--- config.mk ---
export PLATFORM = sky130hd
export DESIGN_NAME = obwc_top
export DESIGN_NICKNAME = d
export VERILOG_FILES = /design/src/obwc_pkg.sv /design/src/obwc_top.sv /design/src/obwc_cycle_timer.sv /design/src/obwc_window_decode.sv
export VERILOG_INCLUDE_DIRS = /design/src
export SDC_FILE = /design/constraint.sdc
export NUM_CORES = 1
export LEC_CHECK = 0
export BUFFER_PORTS_ARGS = -buffer_cell sky130_fd_sc_hd__buf_4
export CORE_MARGIN = 3
export CORE_UTILIZATION = 25
export CTS_CLUSTER_DIAMETER = 100
export DETAILED_ROUTE_END_ITERATION = 8
export HOLD_SLACK_MARGIN = 0.05
export PLACE_DENSITY = 0.53
export REMOVE_ABC_BUFFERS = 1
export SLEW_MARGIN = 20
export SYNTH_ARGS = -nofsm -noshare
export SYNTH_HDL_FRONTEND = slang
export SYNTH_SLANG_ARGS = --single-unit
--- constraint.sdc ---
create_clock -name ref_clk -period 4.31 [get_ports ref_clk]
set_input_delay 0.431 -clock ref_clk [delete_from_list [all_inputs] [get_ports ref_clk]]
set_output_delay 0.431 -clock ref_clk [all_outputs]
set_load 0.005 [all_outputs]
--- src/obwc_regs.svh ---
// Register offsets, field positions and timing constants.
`ifndef OBWC_REGS_SVH
`define OBWC_REGS_SVH

// ****************************************
// Register offsets and reset values
// ****************************************
`define OBWC_CTRL0_ADR 16'hF114
`define OBWC_CTRL1_ADR 16'hF116
`define OBWC_SEL0_ADR  16'hF014
`define OBWC_SEL1_ADR  16'hF016
`define OBWC_CTRL_RST  16'h0000
`define OBWC_SEL_RST   16'h0000
`define OBWC_CTRL_MASK 16'h1FFF
`define OBWC_SEL_MASK  16'hFFFF
`define OBWC_ZERO16    16'h0000

// ****************************************
// Control register fields
// ****************************************
`define OBWC_WAIT  3:0
`define OBWC_SDLY  4
`define OBWC_FDLY  5
`define OBWC_WIDTH 7:6
`define OBWC_EWR   8
`define OBWC_ALEL  9
`define OBWC_WEN   10
`define OBWC_BSW   11
`define OBWC_RDY   12

// ****************************************
// Selector fields and decode constants
// ****************************************
`define OBWC_SIZE     3:0
`define OBWC_START    15:4
`define OBWC_PAGE     23:12
`define OBWC_TOP      23
`define OBWC_SIZE_MAX 4'hB
`define OBWC_W16      2'h2

// ****************************************
// Cycle timing in clock periods
// ****************************************
`define OBWC_STRB_BASE 5'h01
`define OBWC_ALE_XTRA  5'h01
`define OBWC_RDY_MIN   5'h01
`define OBWC_ZERO5     5'h00

`endif

--- src/obwc_pkg.sv ---
// Types shared by the peripheral bus window controller.
package obwc_pkg;

  typedef enum logic [6:0] {
    OBWC_IDLE   = 7'h01,
    OBWC_SWITCH = 7'h02,
    OBWC_LATCH  = 7'h04,
    OBWC_DELAY  = 7'h08,
    OBWC_STROBE = 7'h10,
    OBWC_FLOAT  = 7'h20,
    OBWC_DONE   = 7'h40
  } obwc_state_e;

  typedef struct packed {
    logic [4:0] cnt;
  } obwc_tmr_s;

  typedef struct packed {
    obwc_state_e      st;
    logic             win;
    logic             wr;
    logic             last_valid;
    logic             last_win;
    logic             last_bsw;
    logic [1:0][15:0] ctrl;
    logic [1:0][15:0] sel;
    logic [23:0]      addr;
    logic [15:0]      wdata;
    logic [15:0]      rdata;
    logic [15:0]      sfr_rdata;
    logic             ext_go;
  } obwc_core_s;

endpackage

--- src/obwc_top.sv ---
// Peripheral bus window decode and bus cycle controller.
`timescale 1ns/1ps
`include "obwc_regs.svh"

module obwc_top import obwc_pkg::*; (
  // Clock and reset
  input  wire logic        ref_clk,
  input  wire logic        srst,
  // Register port
  input  wire logic [15:0] sfr_addr,
  input  wire logic        sfr_wr,
  input  wire logic [15:0] sfr_wdata,
  input  wire logic        sfr_bset,
  input  wire logic        sfr_bclr,
  input  wire logic [3:0]  sfr_bit,
  input  wire logic        sfr_rd,
  output logic [15:0]      sfr_rdata,
  // CPU access
  input  wire logic        acc_req,
  input  wire logic [23:0] acc_addr,
  input  wire logic        acc_write,
  input  wire logic [15:0] acc_wdata,
  output logic             acc_ready,
  output logic             acc_hit,
  output logic             acc_done,
  output logic [15:0]      acc_rdata,
  // Peripheral bus
  output logic [1:0]       per_cs,
  output logic             per_ale,
  output logic             per_rd,
  output logic             per_wr,
  output logic             per_wide,
  output logic             per_float,
  output logic [23:0]      per_addr,
  output logic [15:0]      per_wdata,
  input  wire logic [15:0] per_rdata,
  input  wire logic        per_ready,
  // External bus
  output logic             ext_quiet,
  output logic             ext_go
);

  // ****************************************
  // State and sub-blocks
  // ****************************************
  obwc_core_s  c;
  obwc_core_s  next_c;
  logic        dec_hit;
  logic        dec_win;
  logic        tmr_zero;
  logic        tmr_load;
  logic [4:0]  tmr_val;
  logic [15:0] cw;
  logic [15:0] nw;
  logic        need_sw;
  logic        strobe_end;
  logic        active;

  // Window 0 serves the telecom highway, window 1 the USB module.
  obwc_window_decode u_dec (
    .addr  (acc_addr),
    .sel0  (c.sel[0]),
    .sel1  (c.sel[1]),
    .ctrl0 (c.ctrl[0]),
    .ctrl1 (c.ctrl[1]),
    .hit   (dec_hit),
    .win   (dec_win)
  );

  obwc_cycle_timer u_tmr (
    .ref_clk  (ref_clk),
    .srst     (srst),
    .load     (tmr_load),
    .load_val (tmr_val),
    .zero     (tmr_zero)
  );

  // ****************************************
  // Helper functions
  // ****************************************
  function automatic logic [15:0] reg_upd(input logic [15:0] old,
                                          input logic [15:0] adr,
                                          input logic [15:0] mask);
    logic [15:0] v;
    v = old;
    if (sfr_addr == adr) begin
      if (sfr_wr) begin
        v = sfr_wdata;
      end else if (sfr_bset) begin
        v[sfr_bit] = 1'b1;
      end else if (sfr_bclr) begin
        v[sfr_bit] = 1'b0;
      end
    end
    reg_upd = v & mask;
  endfunction

  function automatic logic [4:0] ale_val(input logic [15:0] r);
    ale_val = r[`OBWC_ALEL] ? `OBWC_ALE_XTRA : `OBWC_ZERO5;
  endfunction

  function automatic logic [4:0] strobe_val(input logic [15:0] r);
    if (r[`OBWC_RDY]) begin
      strobe_val = `OBWC_RDY_MIN;
    end else begin
      strobe_val = {1'b0, r[`OBWC_WAIT]} + `OBWC_STRB_BASE;
    end
  endfunction

  // ****************************************
  // Next state
  // ****************************************
  always_comb begin
    cw = c.ctrl[c.win];
    nw = c.ctrl[dec_win];
    // Switch wait comes from the register of the previous cycle.
    need_sw = c.last_valid && c.last_bsw
              && (c.last_win != dec_win);
    strobe_end = cw[`OBWC_RDY] ? (tmr_zero && per_ready)
                               : tmr_zero;
  end

  always_comb begin
    next_c        = c;
    next_c.ext_go = 1'b0;
    tmr_load      = 1'b0;
    tmr_val       = `OBWC_ZERO5;
    next_c.ctrl[0] = reg_upd(c.ctrl[0], `OBWC_CTRL0_ADR,
                             `OBWC_CTRL_MASK);
    next_c.ctrl[1] = reg_upd(c.ctrl[1], `OBWC_CTRL1_ADR,
                             `OBWC_CTRL_MASK);
    next_c.sel[0]  = reg_upd(c.sel[0], `OBWC_SEL0_ADR,
                             `OBWC_SEL_MASK);
    next_c.sel[1]  = reg_upd(c.sel[1], `OBWC_SEL1_ADR,
                             `OBWC_SEL_MASK);
    if (sfr_rd) begin
      unique case (sfr_addr)
        `OBWC_CTRL0_ADR: next_c.sfr_rdata = c.ctrl[0];
        `OBWC_CTRL1_ADR: next_c.sfr_rdata = c.ctrl[1];
        `OBWC_SEL0_ADR:  next_c.sfr_rdata = c.sel[0];
        `OBWC_SEL1_ADR:  next_c.sfr_rdata = c.sel[1];
        default:         next_c.sfr_rdata = `OBWC_ZERO16;
      endcase
    end
    unique case (c.st)
      OBWC_IDLE: begin
        if (acc_req && dec_hit) begin
          // A window hit takes the access away from external decode.
          next_c.win   = dec_win;
          next_c.wr    = acc_write;
          next_c.addr  = acc_addr;
          next_c.wdata = acc_wdata;
          if (need_sw) begin
            next_c.st = OBWC_SWITCH;
          end else begin
            next_c.st = OBWC_LATCH;
            tmr_load  = 1'b1;
            tmr_val   = ale_val(nw);
          end
        end else if (acc_req) begin
          next_c.ext_go = 1'b1;
        end
      end
      OBWC_SWITCH: begin
        next_c.st = OBWC_LATCH;
        tmr_load  = 1'b1;
        tmr_val   = ale_val(cw);
      end
      OBWC_LATCH: begin
        if (tmr_zero) begin
          if (cw[`OBWC_SDLY]) begin
            next_c.st = OBWC_DELAY;
          end else begin
            next_c.st = OBWC_STROBE;
            tmr_load  = 1'b1;
            tmr_val   = strobe_val(cw);
          end
        end
      end
      OBWC_DELAY: begin
        next_c.st = OBWC_STROBE;
        tmr_load  = 1'b1;
        tmr_val   = strobe_val(cw);
      end
      OBWC_STROBE: begin
        if (strobe_end) begin
          if (!c.wr) begin
            next_c.rdata = per_rdata;
          end
          next_c.st = cw[`OBWC_FDLY] ? OBWC_FLOAT
                                     : OBWC_DONE;
        end
      end
      OBWC_FLOAT: begin
        next_c.st = OBWC_DONE;
      end
      OBWC_DONE: begin
        next_c.st         = OBWC_IDLE;
        next_c.last_valid = 1'b1;
        next_c.last_win   = c.win;
        next_c.last_bsw   = cw[`OBWC_BSW];
      end
    endcase
  end

  always_ff @(posedge ref_clk) begin
    if (srst) begin
      c <= '{st:         OBWC_IDLE,
             win:        1'b0,
             wr:         1'b0,
             last_valid: 1'b0,
             last_win:   1'b0,
             last_bsw:   1'b0,
             ctrl:       {`OBWC_CTRL_RST, `OBWC_CTRL_RST},
             sel:        {`OBWC_SEL_RST, `OBWC_SEL_RST},
             addr:       24'h000000,
             wdata:      `OBWC_ZERO16,
             rdata:      `OBWC_ZERO16,
             sfr_rdata:  `OBWC_ZERO16,
             ext_go:     1'b0};
    end else begin
      c <= next_c;
    end
  end

  // ****************************************
  // Outputs
  // ****************************************
  assign active = (c.st == OBWC_LATCH) || (c.st == OBWC_DELAY)
                  || (c.st == OBWC_STROBE) || (c.st == OBWC_FLOAT);

  always_comb begin
    per_cs = 2'h0;
    if (active) begin
      per_cs = c.win ? 2'h2 : 2'h1;
    end
  end

  assign sfr_rdata = c.sfr_rdata;
  assign acc_ready = (c.st == OBWC_IDLE);
  assign acc_hit   = dec_hit;
  assign acc_done  = (c.st == OBWC_DONE);
  assign acc_rdata = c.rdata;
  assign per_ale   = (c.st == OBWC_LATCH);
  assign per_rd    = (c.st == OBWC_STROBE) && !c.wr;
  // The early write bit drops the write strobe in the final period.
  assign per_wr    = (c.st == OBWC_STROBE) && c.wr
                     && !(cw[`OBWC_EWR] && strobe_end);
  assign per_wide  = (cw[`OBWC_WIDTH] == `OBWC_W16);
  assign per_float = (c.st == OBWC_SWITCH) || (c.st == OBWC_FLOAT);
  assign per_addr  = c.addr;
  assign per_wdata = c.wdata;
  assign ext_quiet = (c.st != OBWC_IDLE);
  assign ext_go    = c.ext_go;

  // ****************************************
  // Checks
  // ****************************************
  logic [4:0] scnt;

  always_ff @(posedge ref_clk) begin
    if (srst || (c.st != OBWC_STROBE)) begin
      scnt <= `OBWC_ZERO5;
    end else begin
      scnt <= scnt + 5'h01;
    end
  end
endmodule // obwc_top

--- src/obwc_cycle_timer.sv ---
// Down counter that times the address and strobe phases.
`timescale 1ns/1ps
`include "obwc_regs.svh"

module obwc_cycle_timer import obwc_pkg::*; (
  // Clock and reset
  input  wire logic       ref_clk,
  input  wire logic       srst,
  // Load control
  input  wire logic       load,
  input  wire logic [4:0] load_val,
  // Status
  output logic            zero
);

  obwc_tmr_s tmr;
  obwc_tmr_s next_tmr;

  always_comb begin
    next_tmr = tmr;
    if (load) begin
      next_tmr.cnt = load_val;
    end else if (tmr.cnt != `OBWC_ZERO5) begin
      next_tmr.cnt = tmr.cnt - 5'h01;
    end
  end

  always_ff @(posedge ref_clk) begin
    if (srst) begin
      tmr <= '{cnt: `OBWC_ZERO5};
    end else begin
      tmr <= next_tmr;
    end
  end

  assign zero = (tmr.cnt == `OBWC_ZERO5);

endmodule // obwc_cycle_timer

--- src/obwc_window_decode.sv ---
// Address window match for the two wide-range selectors.
`timescale 1ns/1ps
`include "obwc_regs.svh"

module obwc_window_decode import obwc_pkg::*; (
  // Access address
  input  wire logic [23:0] addr,
  // Window programming
  input  wire logic [15:0] sel0,
  input  wire logic [15:0] sel1,
  input  wire logic [15:0] ctrl0,
  input  wire logic [15:0] ctrl1,
  // Result
  output logic             hit,
  output logic             win
);

  // Bits below the window size are ignored; reserved sizes never hit.
  function automatic logic win_match(input logic [23:0] a,
                                     input logic [15:0] s,
                                     input logic [15:0] c);
    logic [11:0] mask;
    mask = 12'hFFF << s[`OBWC_SIZE];
    win_match = c[`OBWC_WEN]
      && (s[`OBWC_SIZE] <= `OBWC_SIZE_MAX)
      && (((a[`OBWC_PAGE] ^ s[`OBWC_START]) & mask) == 12'h000);
  endfunction

  logic m0;
  logic m1;

  always_comb begin
    m0  = win_match(addr, sel0, ctrl0);
    m1  = win_match(addr, sel1, ctrl1);
    hit = m0 | m1;
    win = !m0;
  end

endmodule // obwc_window_decode

# After elaboration in Yosys (flattened, before gate mapping)

Cells that the tools add are included.

Register bits after elaboration: 148
Input port bits: 101
Output and inout bits: 84
Word-level logic and storage cells: 139

Add/subtract/negate cells: 2
$lt $le $gt $ge: 6
Equal/unequal tests: 17
Shift operators: 2
Muxes and demuxes: 45
Bitwise operators: 16
Reduce and logical (&&, ||, !) cells: 35

Operators by type and width:

| kind                                                                  | number |
|---|---|
| 16-bit 2-to-1 mux                                                     | 12 |
| 16-bit equality test, second input constant                           | 4 |
| 16-bit case mux with 4 select lines                                   | 1 |
| 7-bit case mux with 7 select lines                                    | 1 |
| 13-bit by 16-bit AND with 16-bit output                               | 2 |
| 16-bit AND                                                            | 2 |
| 13-bit by 16-bit OR with 16-bit output                                | 2 |
| 16-bit OR                                                             | 2 |
| 5-bit 2-to-1 mux                                                      | 6 |
| 13-bit 2-to-1 mux                                                     | 2 |
| 12-bit AND                                                            | 2 |
| 12-bit zero test                                                      | 2 |
| 12-bit by 4-bit << shifter with 12-bit output, first input constant   | 2 |
| 12-bit bitwise XOR                                                    | 2 |
| 7-bit 2-to-1 mux                                                      | 3 |
| 10-bit 2-to-1 mux                                                     | 2 |
| 5-bit case mux with 4 select lines                                    | 1 |
| 16-bit inverter                                                       | 1 |
| 1-bit logical AND                                                     | 13 |
| 1-bit 2-to-1 mux                                                      | 11 |
| 2-bit AND reduction                                                   | 5 |
| 9-bit 2-to-1 mux                                                      | 1 |
| 4-bit <= comparator, second input constant                            | 2 |
| 7-bit by 1-bit equality test with 1-bit output, second input constant | 1 |
| other kinds (31)                                                      | 41 |

# Depth between registers and ports, before layout

Word-level depth: 12
Mapped depth: 11
Depth with buffers taken out: 10

# Cells and area by module

From an unflattened synthesis, not the netlist that was laid out.

Cells, all modules: 873
Area total of the unflattened synthesis: 7724.9 um^2

Modules (own cells, without submodules):

| module             | instances | cells an instance | area each (um^2) | seq. area each (um^2) |
|---|---|---|---|---|
| obwc_top           | 1         | 781               | 7013.0           | 2862.7 |
| obwc_window_decode | 1         | 60                | 424.2            | 0.0 |
| obwc_cycle_timer   | 1         | 32                | 287.8            | 100.1 |

# Least setup slack after synthesis

OpenSTA, ideal clock, no wires.

Path kind: input-to-reg
Start point: input port acc_addr[21]
End point: register c, in the netlist per_addr[0]
Setup time: 128 ps
Arrival time: 2163 ps
Data required time: 4182 ps
Setup slack: 2020 ps
Stages on the path: 10
Path buffers: 2
Cells stage by stage: xnor2_1 a21oi_2 a211o_1 a221o_1 o22ai_4 and3_4 buf_12 buf_12 mux2i_1 nor2_1

Word-level cells in the longest chain between the ends: 7
Elaborated cells on any way between the ends: 11
Classes of those cells: 5 x bitwise; 6 x reduce/logical

Ends and longest elaborated chain:

| element                         | RTL line                 | RTL |
|---|---|---|
| start: declaration              | obwc_top.sv:20           | `input wire logic [23:0] acc_addr,` |
| 12-bit bitwise XOR              | obwc_window_decode.sv:26 | `` && (((a[`OBWC_PAGE] ^ s[`OBWC_START]) & mask) == 12'h000); `` |
| 12-bit AND                      | obwc_window_decode.sv:26 |  |
| 12-bit zero test                | obwc_window_decode.sv:26 |  |
| 1-bit logical AND               | obwc_window_decode.sv:24 | `` win_match = c[`OBWC_WEN] `` |
| 1-bit OR *                      | obwc_window_decode.sv:35 | `hit = m0 \| m1;` |
| net acc_hit                     | obwc_top.sv:24           | `output logic acc_hit,` |
| 1-bit logical AND *             | obwc_top.sv:147          | `if (acc_req && dec_hit) begin` |
| 2-bit AND reduction (no line) * | n/a                      |  |
| end signal: assignment          | obwc_top.sv:208          | `c <= '{st: OBWC_IDLE,` |
| end signal: assignment          | obwc_top.sv:222          | `c <= next_c;` |
| end: declaration                | obwc_top.sv:46           | `obwc_core_s c;` |

The timed path passes the listed nets; every way through them passes the cells marked *.
A chain may end at the register's enable or synchronous reset.

# Worst setup path after layout

Start point: register u_tmr.tmr[0] (netlist bit)
End point: register c, in the netlist acc_rdata[4]

Word-level cells in the longest chain between the ends: 4

Ends and longest elaborated chain:

| element                         | RTL line               | RTL |
|---|---|---|
| start: declaration              | obwc_cycle_timer.sv:16 | `obwc_tmr_s tmr;` |
| start signal: assignment        | obwc_cycle_timer.sv:30 | `` tmr <= '{cnt: `OBWC_ZERO5}; `` |
| start signal: assignment        | obwc_cycle_timer.sv:32 | `tmr <= next_tmr;` |
| 5-bit zero test (no line) *     | n/a                    |  |
| 1-bit logical AND               | obwc_top.sv:119        | `` strobe_end = cw[`OBWC_RDY] ? (tmr_zero && per_ready) `` |
| 1-bit 2-to-1 mux *              | obwc_top.sv:119        |  |
| 3-bit AND reduction (no line) * | n/a                    |  |

Every way passes the cells marked *; elsewhere a longest branch is shown, timed or not.

==> results.rst <==
.. list-table::
   :header-rows: 1

   * - Metric
     - Value
   * - Number of antenna violations at the first check in global routing
     - 1
   * - Smallest hold slack
     - between 0.2 and 0.25 ns
   * - Count of synthesis-stage warnings from yosys
     - 0
   * - CP Data Arrival Time
     - around 3.2 ns
   * - Synth Cell Area
     - ~0.0074 sq mm
   * - Relative slew margins
     - 0.322
   * - Placer Congestion
     - between 0.8 and 0.9
   * - Total setup buffers inserted after CTS
     - 0
   * - Flip-flop cell with the highest count after synthesis
     - sky130_fd_sc_hd__dfxtp_1
   * - Floorplan row count
     - 62
   * - Die height
     - 178 microns
   * - Synth unique cells
     - approximately 60
   * - Largest stage delay, worst path
     - 0.87 ns
   * - Data required time at the worst endpoint
     - 4.58 ns
   * - Total clock buffers created by CTS
     - 17
   * - CTS root buffer
     - sky130_fd_sc_hd__clkbuf_16
   * - Minimum setup slack after placement
     - between 1 and 1.5 ns
   * - Number of remaining DRC errors
     - 0
   * - Largest cells by area after synthesis
     - sky130_fd_sc_hd__dfxtp_1 (40%), sky130_fd_sc_hd__mux2i_1 (8.9%), sky130_fd_sc_hd__buf_4 (7.5%)
   * - Antenna cell count
     - 0
   * - Switching power of the nets
     - approximately 800 uW
   * - Clock-pin slew of the registers on the worst-case setup and hold paths
     - around 0.06 ns
   * - Slew of the pin with the lowest slew margin
     - slightly above 1 ns
   * - Total Routed Length
     - about 22000 microns
   * - Io pins
     - about 190
   * - CP max FO
     - 16
   * - Worst-path cell with the longest stage delay
     - sky130_fd_sc_hd__nor3_4
   * - Total congestion overflow
     - 0
   * - Number of sinks handled by clock tree synthesis
     - about 150
   * - Post-route cell area
     - 0.00915 sq mm
   * - Most numerous cell in the Yosys netlist
     - sky130_fd_sc_hd__dfxtp_1
   * - CTS tree
     - built
   * - Post-cts resize count
     - 0
   * - First-pass GRT wire length
     - around 34000 microns
   * - Deepest clock path buffer count
     - 2
   * - Number of violations of the max-capacitance limit
     - 0
   * - Critical Path, Cell by Cell
     - inv_1, ha_1, or3b_1, nor2_2, o21ai_1, nor3_4, mux2i_1, nor2_1
   * - Average cell area after synthesis
     - around 8.8 sq um
   * - # H-tree levels
     - 4
   * - Most numerous cell types in the synthesized netlist
     - sky130_fd_sc_hd__dfxtp_1 (148), sky130_fd_sc_hd__nor2_1 (104), sky130_fd_sc_hd__a21oi_1 (98), sky130_fd_sc_hd__buf_4 (74), sky130_fd_sc_hd__mux2i_1 (66)
   * - Fraction of power spent switching nets
     - 0.244
   * - Run status
     - completed
   * - Peak VDD IR
     - between 0.2 and 0.25 mV
   * - Cell taking the most area after synthesis
     - sky130_fd_sc_hd__dfxtp_1
   * - Routed via count
     - ~6300
   * - Capturing element type of the critical path
     - flop
   * - Proportion of power drawn by combinational gates
     - 0.107
   * - Clock share of power
     - 0.473
   * - Seq cells post-synth
     - about 150
   * - Synthesized instance count
     - 840
   * - Maximum clock rate
     - 347 MHz
   * - Proportion of power drawn by flip-flops and latches
     - 0.419
   * - Accumulated negative setup slack
     - 0 ns
   * - Number of enable flip-flop cells after synthesis
     - 0
   * - Clock latency on the worst-skew pair
     - roughly 0.42 ns
   * - Layout cell share with drive strength beyond 1
     - 0.255
   * - Buffer and inverter count on the worst path
     - 1
   * - FFs w/ async S/R, synth
     - 0
   * - Global-route usage over all layers
     - 0.138
   * - Area post-placement
     - about 0.0085 sq mm
   * - Crit path kind
     - reg2reg
   * - Maximum number of pins on one net before global-route repair
     - ~90
   * - Type of the most critical hold path
     - in2reg
   * - Clock period minus worst slack
     - about 2.9 ns
   * - Setup repair after global routing missed its margin
     - false
   * - Power Dens Cells
     - roughly 370 mW/mm^2
   * - Internal power
     - ~2.5 mW
   * - Vias in the first global route
     - 6154
   * - Port buffer count
     - 184
   * - Remaining antenna violation count after routing
     - 0
   * - Initial DRC count
     - 396
   * - Total Power Consumption
     - about 3.4 mW
   * - Sequential share of the synthesized area
     - 0.400
   * - Hold violation count in the final report
     - 0
   * - Width of the chip
     - between 150 and 200 microns
   * - Hold-fix buffers at CTS
     - 0
   * - Final net count
     - just over 1000
   * - Leak Pwr
     - approximately 3.3 nW
   * - Fraction of post-synthesis cell area in the top cell type by area
     - 0.400
   * - Detailed-route wire length per cell
     - between 15 and 20 microns
   * - Area added between synthesis and finish
     - 23.4%
   * - Worst-case clock skew
     - just over 0.009 ns
   * - Pre-antenna DRT Iters
     - 5
   * - Post-detail-place hpwl
     - 16400 microns
   * - Final Max Tran Viols
     - 0
   * - Family with the most delay on the worst path
     - simple AND/OR/NAND/NOR gates
   * - Period utilisation layout
     - 0.668
   * - Detailed-route vias per instance
     - roughly 4.7
   * - Post-route setup slack
     - between 1 and 1.5 ns
   * - Starting Density
     - 0.256
   * - Number of failing setup endpoints in the final timing report
     - 0
   * - Critical Path Start Type
     - flop
   * - Die area
     - around 0.032 sq mm
   * - Standard cell core area
     - slightly below 0.03 sq mm
-- final timing paths --
path	startpoint	cells after the start	endpoint	slack (ns)
min	acc_wdata[13]	3	per_wdata[13]	0.24
max reg2reg	u_tmr.tmr[0]	8	acc_rdata[4]	1.43
max	u_tmr.tmr[0]	8	acc_rdata[4]	1.43
min reg2reg	c[139]	2	c[139]	0.48
-- cell families after synthesis --
kind of cell / Yosys count / synth area share
buf+inv: 135 / 0.117
xor+xnor: 30 / 0.0354
fa+ha+maj: 2 / 0.00337
simple gates: 214 / 0.139
flops: 148 / 0.400
mux: 70 / 0.0952
compound gates: 241 / 0.210
-- worst min-delay path, delay by kind of cell --
| kind | cells | cell delay, ns |
|---|---|---|
| simple gates | 1 | 0.07 |
| buf+inv | 1 | 0.08 |
| mux | 1 | 0.05 |
-- power groups by stage --
stage	sequential [mW]	clock, mW	combinational, mW
2_1_floorplan	1.43	0	0.192
3_3_place_gp	1.44	0	0.360
3_5_place_dp	1.44	0	0.360
4_1_cts	1.41	1.63	0.363
5_1_grt	1.41	1.69	0.398
6_report	1.41	1.59	0.360
-- routing by layer --
| layer | wire [microns] | track usage |
|---|---|---|
| met5 | 13 | 0 |
| met4 | 686 | 0.0565 |
| met3 | 1020 | 0.0319 |
| met2 | 11000 | 0.230 |
| met1 | 9420 | 0.172 |
-- area by class of cell --
class                      count  area (sq um)
inverter                       8          30.0
fill                        3072         19800
clock inverter                12           179
timing repair buffer         195          1460
sequential                   148          2960
clock buffer                  20           447
multi-input combinational    557          3590
tap                          384           480
-- metrics by stage --
stage | cells | util
3_5_place_dp | 1292 | 0.295
6_report | 1324 | 0.316
5_1_grt | 1324 | 0.316
2_1_floorplan | 713 | -
3_3_place_gp | 1292 | 0.295
4_1_cts | 1324 | 0.316
-- layout by cell type (no fill, tap or decap), drive strengths merged, types with 5 or more instances in the layout --
| cell type | instances |
|---|---|
| o22ai | 17 |
| nand3 | 11 |
| inv | 9 |
| o21ai | 13 |
| mux2i | 66 |
| nor2 | 105 |
| dfxtp | 148 |
| a22oi | 29 |
| xor2 | 9 |
| buf | 195 |
| a21oi | 101 |
| xnor2 | 21 |
| nor3 | 13 |
| nor2b | 8 |
| and2 | 5 |
| clkbuf | 20 |
| clkinvlp | 6 |
| a211oi | 59 |
| nand2 | 39 |
| or3 | 6 |
Power figures use the tool's default switching activity.
